[src/rtl/cell_pkg.sv]
/*
 * Shared types and constants for the programmable logic cell: operating
 * modes, register styles, clear/preset modes, output selects, reset values.
 * Assumes nothing beyond a SystemVerilog compiler.
 */
package cell_pkg;

    // ------------------------------------------------------------------
    // Mode encodings
    // ------------------------------------------------------------------
    typedef enum logic [1:0] {MODE_NORMAL, MODE_ARITH, MODE_UPDN,
                              MODE_CLRCNT} op_mode_t;
    typedef enum logic [1:0] {FF_D, FF_T, FF_JK, FF_SR} ff_type_t;
    typedef enum logic [2:0] {CP_CLEAR, CP_PRESET, CP_CLR_PRE, CP_LOAD_CLR,
                              CP_LOAD_PRE, CP_LOAD} cp_mode_t;
    typedef enum logic [1:0] {OUT_LUT, OUT_REG, OUT_CARRY} out_sel_t;

    // ------------------------------------------------------------------
    // Sizes and reset values
    // ------------------------------------------------------------------
    localparam int   LUT_BITS      = 16;   // Four-input table
    localparam int   TRI_SRC       = 4;    // Emulated bus drivers
    localparam int   CLUSTER_CELLS = 8;    // Cells per cluster
    localparam logic REG_RST       = 1'b0; // Cell register after reset
    localparam logic OUT_RST       = 1'b0; // Routed outputs after reset
    localparam logic CASC_IDLE     = 1'b1; // AND identity on cascade
    localparam logic TRI_FLOAT     = 1'b1; // No driver enabled
    localparam logic TRI_CONTEND   = 1'b0; // Several drivers enabled

endpackage : cell_pkg

[src/rtl/logic_cell.sv]
/*
 * One programmable logic cell: lookup table, programmable register,
 * carry and cascade links, four operating modes, six clear/preset modes
 * under a chip-wide reset, and an emulated tri-state bus.
 * Assumes all inputs are synchronous to core_clk; the asynchronous
 * clear, preset and load of the real cell take effect at the next edge.
 */
`timescale 1ns/1ns
module logic_cell (
    // Clock and reset
    input  wire logic                          core_clk,
    input  wire logic                          rst_n,
    // Configuration
    input  wire cell_pkg::op_mode_t            op_mode,
    input  wire cell_pkg::ff_type_t            ff_type,
    input  wire cell_pkg::cp_mode_t            cp_mode,
    input  wire cell_pkg::out_sel_t            out_sel_local,
    input  wire cell_pkg::out_sel_t            out_sel_row,
    input  wire logic [cell_pkg::LUT_BITS-1:0] lut_mask,
    input  wire logic                          reg_bypass,
    input  wire logic                          pack_en,
    input  wire logic                          lut_use_carry,
    input  wire logic                          cascade_or,
    input  wire logic                          ce_from_one,
    input  wire logic                          chain_start,
    input  wire logic                          chip_reset_en,
    input  wire logic                          chip_reset_preset,
    // Cell data inputs and chain inputs
    input  wire logic                          cell_input_one,
    input  wire logic                          cell_input_two,
    input  wire logic                          cell_input_three,
    input  wire logic                          cell_input_four,
    input  wire logic                          carry_in,
    input  wire logic                          cascade_in,
    // Register controls
    input  wire logic                          clk_enable,
    input  wire logic                          cluster_ctrl_a_n,
    input  wire logic                          cluster_ctrl_b_n,
    input  wire logic                          chip_reset_n,
    // Emulated tri-state drivers
    input  wire logic [cell_pkg::TRI_SRC-1:0]  tri_data,
    input  wire logic [cell_pkg::TRI_SRC-1:0]  tri_oe,
    // Outputs
    output logic                               local_out_r,
    output logic                               row_out_r,
    output logic                               carry_out_r,
    output logic                               cascade_out_r,
    output logic                               reg_q_r,
    output logic                               tri_bus_r
);

    // ------------------------------------------------------------------
    // Helper functions
    // ------------------------------------------------------------------
    // Cascade link; OR is the inverted AND
    function automatic logic combine(input logic f, input logic c,
                                     input logic use_or);
        combine = use_or ? ~(~f & ~c) : (f & c);
    endfunction : combine

    // Counter bit step: {carry, data}
    function automatic logic [1:0] count_step(input logic q,
                                              input logic t,
                                              input logic up);
        count_step = {t & (up ? q : ~q), q ^ t};
    endfunction : count_step

    // Register style
    function automatic logic ff_next(input cell_pkg::ff_type_t ty,
                                     input logic q, input logic d,
                                     input logic aux);
        case (ty)
            cell_pkg::FF_D:  ff_next = d;
            cell_pkg::FF_T:  ff_next = q ^ d;
            cell_pkg::FF_JK: ff_next = (d & ~q) | (~aux & q);
            cell_pkg::FF_SR: ff_next = d | (~aux & q);
            default:         ff_next = d;
        endcase
    endfunction : ff_next

    // Output source selection
    function automatic logic pick(input cell_pkg::out_sel_t sel,
                                  input logic byp, input logic res,
                                  input logic q, input logic c);
        if (byp)
            pick = res;
        else
            case (sel)
                cell_pkg::OUT_REG:   pick = q;
                cell_pkg::OUT_CARRY: pick = c;
                default:             pick = res;
            endcase
    endfunction : pick

    // ------------------------------------------------------------------
    // Internal signals
    // ------------------------------------------------------------------
    logic [3:0] lut_in;
    logic       lut_split;
    logic       lut_a;
    logic       lut_b;
    logic       tri_res;
    logic       cin_eff;
    logic       casc_eff;
    logic       is_cnt;
    logic       ce;
    logic [1:0] step;
    logic       cnt_d;
    logic       comb_res;
    logic       ff_d;
    logic       carry_nxt;
    logic       cascade_nxt;
    logic       chip_rst;
    logic       pre_capable;
    logic       clr_act;
    logic       pre_act;
    logic       load_act;
    logic       idle;

    cell_lut u_lut (
        .mask  (lut_mask),
        .split (lut_split),
        .idx   (lut_in),
        .res_a (lut_a),
        .res_b (lut_b)
    );

    tri_emul u_tri (
        .src_data (tri_data),
        .src_oe   (tri_oe),
        .bus_val  (tri_res)
    );

    // ------------------------------------------------------------------
    // Chain entry and input routing
    // ------------------------------------------------------------------
    // A fresh chain after the RAM tile ignores the incoming links
    assign is_cnt   = (op_mode == cell_pkg::MODE_UPDN) ||
                      (op_mode == cell_pkg::MODE_CLRCNT);
    assign cin_eff  = chain_start ? is_cnt : carry_in;
    assign casc_eff = chain_start ? cell_pkg::CASC_IDLE
                                  : cascade_in;
    assign ce       = ce_from_one ? cell_input_one
                                  : clk_enable;

    // Four table inputs steered per mode
    always_comb
    begin
        lut_split = 1'b1;
        lut_in    = {1'b0, cin_eff, cell_input_two, cell_input_one};
        case (op_mode)
            cell_pkg::MODE_NORMAL:
            begin
                lut_split = 1'b0;
                lut_in    = {cell_input_four,
                             lut_use_carry ? cin_eff
                                           : cell_input_three,
                             cell_input_two,
                             cell_input_one};
            end
            default:
            begin
                lut_split = 1'b1;
                lut_in    = {1'b0, cin_eff, cell_input_two,
                             cell_input_one};
            end
        endcase
    end

    // ------------------------------------------------------------------
    // Counter data path
    // ------------------------------------------------------------------
    // Input two enables counting; cascade-in is direction or clear
    always_comb
    begin
        step = count_step(reg_q_r, cin_eff & cell_input_two,
                          (op_mode == cell_pkg::MODE_UPDN) ? casc_eff
                                                           : 1'b1);
        cnt_d = cell_input_four ? cell_input_three : step[0];
        if (op_mode == cell_pkg::MODE_CLRCNT)
            cnt_d = cnt_d & casc_eff;
    end

    // ------------------------------------------------------------------
    // Results per mode
    // ------------------------------------------------------------------
    always_comb
    begin
        comb_res    = lut_a;
        carry_nxt   = cin_eff;
        cascade_nxt = cell_pkg::CASC_IDLE;
        case (op_mode)
            cell_pkg::MODE_NORMAL:
            begin
                carry_nxt   = cin_eff;
                cascade_nxt = combine(lut_a, casc_eff, cascade_or);
            end
            cell_pkg::MODE_ARITH:
            begin
                carry_nxt   = lut_b;
                cascade_nxt = combine(lut_a, casc_eff, cascade_or);
            end
            cell_pkg::MODE_UPDN, cell_pkg::MODE_CLRCNT:
            begin
                comb_res  = cnt_d;
                carry_nxt = step[1];
            end
            default:
            begin
                comb_res = lut_a;
            end
        endcase
        if (pack_en)
            cascade_nxt = cell_pkg::CASC_IDLE;
    end

    // Packed register takes input four in normal mode; counters use plain D
    assign ff_d = (pack_en && op_mode == cell_pkg::MODE_NORMAL)
                  ? cell_input_four : comb_res;

    // ------------------------------------------------------------------
    // Clear, preset and load decode
    // ------------------------------------------------------------------
    // Lines are active low; a high idle line does nothing
    always_comb
    begin
        clr_act     = 1'b0;
        pre_act     = 1'b0;
        load_act    = 1'b0;
        pre_capable = 1'b0;
        case (cp_mode)
            cell_pkg::CP_CLEAR:
                clr_act = ~cluster_ctrl_a_n | ~cluster_ctrl_b_n;
            cell_pkg::CP_PRESET:
            begin
                pre_act     = ~cluster_ctrl_a_n;
                pre_capable = 1'b1;
            end
            cell_pkg::CP_CLR_PRE:
            begin
                pre_act     = ~cluster_ctrl_a_n;
                clr_act     = ~cluster_ctrl_b_n;
                pre_capable = 1'b1;
            end
            cell_pkg::CP_LOAD_CLR:
            begin
                load_act = ~cluster_ctrl_a_n;
                clr_act  = ~cluster_ctrl_b_n;
            end
            cell_pkg::CP_LOAD_PRE:
            begin
                load_act    = ~cluster_ctrl_a_n;
                pre_act     = ~cluster_ctrl_b_n;
                pre_capable = 1'b1;
            end
            cell_pkg::CP_LOAD:
                load_act = ~cluster_ctrl_a_n;
            default:
                clr_act = 1'b0;
        endcase
    end

    assign chip_rst = chip_reset_en & ~chip_reset_n;
    assign idle     = ~chip_rst & ~clr_act & ~pre_act & ~load_act;

    // ------------------------------------------------------------------
    // Cell register
    // ------------------------------------------------------------------
    // Priority: chip reset, clear, preset, load, enabled clock
    always_ff @(posedge core_clk or negedge rst_n)
    begin
        if (!rst_n)
            reg_q_r <= cell_pkg::REG_RST;
        else if (chip_rst)
            reg_q_r <= chip_reset_preset & pre_capable;
        else if (clr_act)
            reg_q_r <= 1'b0;
        else if (pre_act)
            reg_q_r <= 1'b1;
        else if (load_act)
            reg_q_r <= cell_input_three;
        else if (ce)
            reg_q_r <= is_cnt ? ff_d
                       : ff_next(ff_type, reg_q_r, ff_d,
                                 cell_input_two);
    end

    // ------------------------------------------------------------------
    // Routed outputs
    // ------------------------------------------------------------------
    // Registered so every port starts from a flop; chains gain a cycle
    always_ff @(posedge core_clk or negedge rst_n)
    begin
        if (!rst_n)
        begin
            local_out_r   <= cell_pkg::OUT_RST;
            row_out_r     <= cell_pkg::OUT_RST;
            carry_out_r   <= cell_pkg::OUT_RST;
            cascade_out_r <= cell_pkg::CASC_IDLE;
            tri_bus_r     <= cell_pkg::TRI_FLOAT;
        end
        else
        begin
            local_out_r   <= pick(out_sel_local, reg_bypass, comb_res,
                                  reg_q_r, cin_eff);
            row_out_r     <= pick(out_sel_row, reg_bypass, comb_res,
                                  reg_q_r, cin_eff);
            carry_out_r   <= carry_nxt;
            cascade_out_r <= cascade_nxt;
            tri_bus_r     <= tri_res;
        end
    end
endmodule : logic_cell

[src/rtl/cell_lut.sv]
/*
 * Lookup table of the cell: one four-input table, or split into two
 * three-input tables sharing the same three low inputs.
 * Assumes the mask is static configuration.
 */
`timescale 1ns/1ns
module cell_lut (
    // Configuration
    input  wire logic [cell_pkg::LUT_BITS-1:0] mask,
    input  wire logic                          split,
    // Table inputs and results
    input  wire logic [3:0]                    idx,
    output logic                               res_a,
    output logic                               res_b
);

    // --------------------------------------------------------------
    // Table read: whole table (or low half when split) gives result, high half gives carry
    // --------------------------------------------------------------
    assign res_a = split ? mask[{1'b0, idx[2:0]}] : mask[idx];
    assign res_b = mask[{1'b1, idx[2:0]}];

endmodule : cell_lut

[src/rtl/tri_emul.sv]
/*
 * Emulated internal tri-state bus built as a multiplexer.
 * Assumes driver enables are active high and synchronous to the clock.
 */
`timescale 1ns/1ns
module tri_emul (
    // Drivers
    input  wire logic [cell_pkg::TRI_SRC-1:0] src_data,
    input  wire logic [cell_pkg::TRI_SRC-1:0] src_oe,
    // Resolved bus level
    output logic                              bus_val
);

    logic [2:0] hits;
    logic       sel;

    // --------------------------------------------------------------
    // Count enabled drivers; contention reads low, float reads high
    // --------------------------------------------------------------
    always_comb
    begin
        hits = 3'h0;
        sel  = cell_pkg::TRI_FLOAT;
        for (int i = 0; i < cell_pkg::TRI_SRC; i++)
        begin
            if (src_oe[i])
            begin
                hits = 3'(hits + 3'h1);
                sel  = src_data[i];
            end
        end
        if (hits == 3'h0)
            bus_val = cell_pkg::TRI_FLOAT;
        else if (hits > 3'h1)
            bus_val = cell_pkg::TRI_CONTEND;
        else
            bus_val = sel;
    end

endmodule : tri_emul

[config.mk]
export PLATFORM = sky130hd
export DESIGN_NAME = logic_cell
export DESIGN_NICKNAME = d
export VERILOG_FILES = /design/src/rtl/cell_pkg.sv /design/src/rtl/logic_cell.sv /design/src/rtl/cell_lut.sv /design/src/rtl/tri_emul.sv
export SDC_FILE = /design/constraint.sdc
export NUM_CORES = 1
export LEC_CHECK = 0
export ABC_CLOCK_PERIOD_IN_PS = 2800
export BUFFER_PORTS_ARGS = -buffer_cell sky130_fd_sc_hd__buf_2
export CAP_MARGIN = 20
export CORE_MARGIN = 4
export CORE_UTILIZATION = 40
export CTS_BUF_LIST = sky130_fd_sc_hd__clkbuf_8
export DETAILED_ROUTE_END_ITERATION = 12
export PLACE_DENSITY = 0.79
export SETUP_SLACK_MARGIN = 0.02
export SLEW_MARGIN = 20
export SYNTH_ARGS = -nofsm -noshare
export SYNTH_HDL_FRONTEND = slang
export SYNTH_SLANG_ARGS = --single-unit
[constraint.sdc]
create_clock -name core_clk -period 2.8 [get_ports core_clk]
set_input_delay 0.14 -clock core_clk [delete_from_list [all_inputs] [get_ports core_clk]]
set_output_delay 0.14 -clock core_clk [all_outputs]
set_load 0.05 [all_outputs]
==> metrics.md <==
| Metric | Value |
|---|---|
| Share of power burned in registers | 22.4% |
| Vias | 1181 |
| Die Y-Extent | 59.7 um |
| CTS Root Buffer Type | clkbuf_8 |
| MaxCap Viol Count | 0 |
| Cells after synthesis | 125 |
| DR iter-0 viols | 14 |
| Core box area | 0.00252 sq mm |
| Distinct cell type count after synthesis | 45 |
| Crit path capture type | flip-flop |
| Slew margin rel. | 73.9% |
| Syn nets | 188 |
| RSZ-0062 raised after global routing | false |
| Crit-path cells | buf_2, or4b_1, o211ai_2, mux2i_1, a21oi_1, o21ai_0, o31a_1, ha_1, inv_1, o22ai_1, a22o_1, o221ai_1, a21oi_1, o2bb2ai_1 |
| Final std cells w/o fill | 214 |
| Initial Util | 42.4% |
| Period minus WS final | 2.38 ns |
| CTS H-tree lvls | 1 |
| Worst-path clk slew | 0.03 ns |
| Max IR drop VDD | 0.000252 V |
| Synthesized area | 0.00107 sq mm |
| Hold Violations, Final | 0 |
| Total GRT Usage | 15.9% |
| Row cnt | 18 |
| Comb pwr share | 52.7% |
| Crit path largest cell delay | 0.53 ns |
| Drc violations | 0 |
| Layout Nets | 249 |
| PD cells | 353 mW/mm^2 |
| Pleak | 0.000694 uW |
| Design area | 0.00142 sq mm |
| Max Buffers Root-to-Sink | 2 |
| Worst skew pair latency | 0.22 ns |
| Antenna cells | 0 |
| Skew final | 0.000459 ns |
| Die footprint | 0.00357 sq mm |
| Fin crit share | 85.1% |
| CTS tree | done |
| Syn_area_per_cell | 8.56 sq um |
| Final Routed Wirelength | 2720 um |
| Psw | 192 uW |
| Fin worst setup slack | 0.417 ns |
| Largest net degree at the start of global routing | 15 |
| Number of buffers added on ports | 60 |
| Sequential element share of the synthesized area | 14.3% |
| Global-route wire length before repair | 4540 um |
| Pre-CTS setup slack | 0.204 ns |
| Layout area overhead | 32.6% |
| Crit path required time | 2.94 ns |
| Most frequent cells in the layout | buf_2 (60), nor2_1 (13), inv_1 (12), a21oi_1 (10) |
| Commonest non-fill, non-tap cell in the layout | buf_2 |
| Setup Crit Path Kind | primary input to flip-flop |
| Slew @ Worst Pin | 0.390 ns |
| Via density | 5.52 |
| Yosys reg bits | 6 |
| GP Congestion | 0.781 |
| Initial antenna violation count | 0 |
| Clock power share | 24.9% |
| Worst-path fanout max | 14 |
| Number of global-route vias before repair | 1198 |
| YS warnings | 0 |
| Clock sink count | 6 |
| Hold Crit Class | primary input to flip-flop |
| Gr ovfl total | 0 |
| FILL cells | 249 |
| Drt first pass iters | 4 |
| Post-CTS Setup Bufs | 0 |
| Post-route ant nets | 0 |
| Die width | 59.7 um |
| Post-synth EDFFs | 0 |
| Placed instance area | 0.00137 sq mm |
| Worst Setup Start Kind | primary input |
| Slowest stage cell, crit path | or4b_1 |
| I/O pin cnt | 61 |
| Setup TNS Final | 0 ns |
| Layout cells sized above 1 | 39.7% |
| Critical path arrival | 2.52 ns |
| Primary FF master, synth | dfrtp_1 |
| Post-DP HPWL | 2400 um |
| FMAX | 420 MHz |
| PnR Total Power | 501 uW |
| Pint | 309 uW |
| Switching Share | 38.4% |
| Post-DR wirelength/cell | 12.7 um |
| Outcome | completed |
| Setup-failing EPs final | 0 |
| TritonCTS Buffers | 3 |
| Critical Path Most Common Cell | a21oi_1 |
| DP Cell Count | 210 |
| Synth async-reset ratio | 100% |
| Fin. max-slew vios | 0 |
[power groups by stage]
| stage | logic (uW) | registers (uW) | clock network [uW] |
|---|---|---|---|
| 3_5_place_dp | 263 | 113 | 0 |
| 5_1_grt | 291 | 114 | 133 |
| 4_1_cts | 265 | 112 | 128 |
| 2_1_floorplan | 133 | 161 | 0 |
| 6_report | 264 | 112 | 125 |
| 3_3_place_gp | 253 | 113 | 0 |
[stage by stage]
stage / hold WS [ns] / utilization (%)
2_1_floorplan: -0.156 / -
3_3_place_gp: -0.0362 / 54.2
3_5_place_dp: -0.0340 / 54.2
4_1_cts: 0.163 / 56.3
5_1_grt: 0.171 / 56.3
6_report: 0.164 / 56.3
[logic make-up (layout without fill, tap and decap cells)]
kind of cell | Yosys count | count (layout) | synth area share (%)
buf+inv | 17 | 76 | 7.95
compound gates | 37 | 37 | 24.3
xor+xnor | 6 | 6 | 4.91
mux | 12 | 12 | 19.8
simple gates | 38 | 38 | 18.5
flops | 6 | 6 | 14.3
fa+ha+maj | 9 | 9 | 10.3
[critical path: cells and delay by family]
| kind | cells | cell delay (ns) |
|---|---|---|
| buffers and inverters | 2 | 0.20 |
| muxes | 1 | 0.31 |
| and+or+nand+nor | 1 | 0.53 |
| adders and majority gates | 1 | 0.14 |
| AOI/OAI and AO/OA | 9 | 1.20 |
[flip-flops by register name, summed over array words and instances, names as in the netlist]
| name | cells |
|---|---|
| carry_out_r | 1 |
| cascade_out_r | 1 |
| local_out_r | 1 |
| reg_q_r | 1 |
| row_out_r | 1 |
| tri_bus_r | 1 |
[per-layer routing]
| layer | track usage [%] | wire (um) | vias to the layer above |
|---|---|---|---|
| met5 | 0 | 0 | - |
| met4 | 5.38 | 41 | 0 |
| met3 | 1.73 | 214 | 4 |
| met2 | 30.1 | 1380 | 46 |
| met1 | 18.1 | 1090 | 542 |
| li1 | - | - | 589 |
[worst paths after layout]
check | from | end | slack (ns) | cells past startpoint
max reg2reg | reg_q_r | reg_q_r | 0.52 | 11
min | pack_en | cascade_out_r | 0.16 | 2
min reg2reg | reg_q_r | reg_q_r | 0.77 | 2
min in group asynchronous | rst_n | reg_q_r | 0.27 | 2
max in group asynchronous | rst_n | tri_bus_r | 2.31 | 2
max | op_mode[1] | reg_q_r | 0.42 | 14
[what timing repair did]
action	4_1_cts	5_1_grt
hold endpoints to repair	6	0
hold buffers	1	0
gates resized for setup	0	0
[cells in the mapped netlist, types with 3 or more instances]
library cell | number | share of area [%]
inv_1 | 12 | 4.2
nand2b_1 | 3 | 1.8
mux2i_1 | 5 | 4.7
o221ai_1 | 3 | 2.5
mux4_1 | 4 | 9.8
a21oi_1 | 10 | 4.7
o21ai_0 | 5 | 2.3
o31a_1 | 3 | 2.5
ha_1 | 8 | 9.4
nand2_1 | 8 | 2.8
dfrtp_1 | 4 | 9.4
nor2_1 | 13 | 4.6
xnor2_1 | 4 | 3.3
nor3b_1 | 3 | 2.1
[area by class of cell]
class                   instances  area (sq um)  share of cell area, %
multi-input cells             102           832                   58.6
repair buffers                 61           310                   21.9
flip-flops and latches          6           153                   10.8
inverters                      12          45.0                   3.17
clock buffers                   3          41.3                   2.91
well taps                      30          37.5                   2.65
Power figures use the tool's default switching activity.
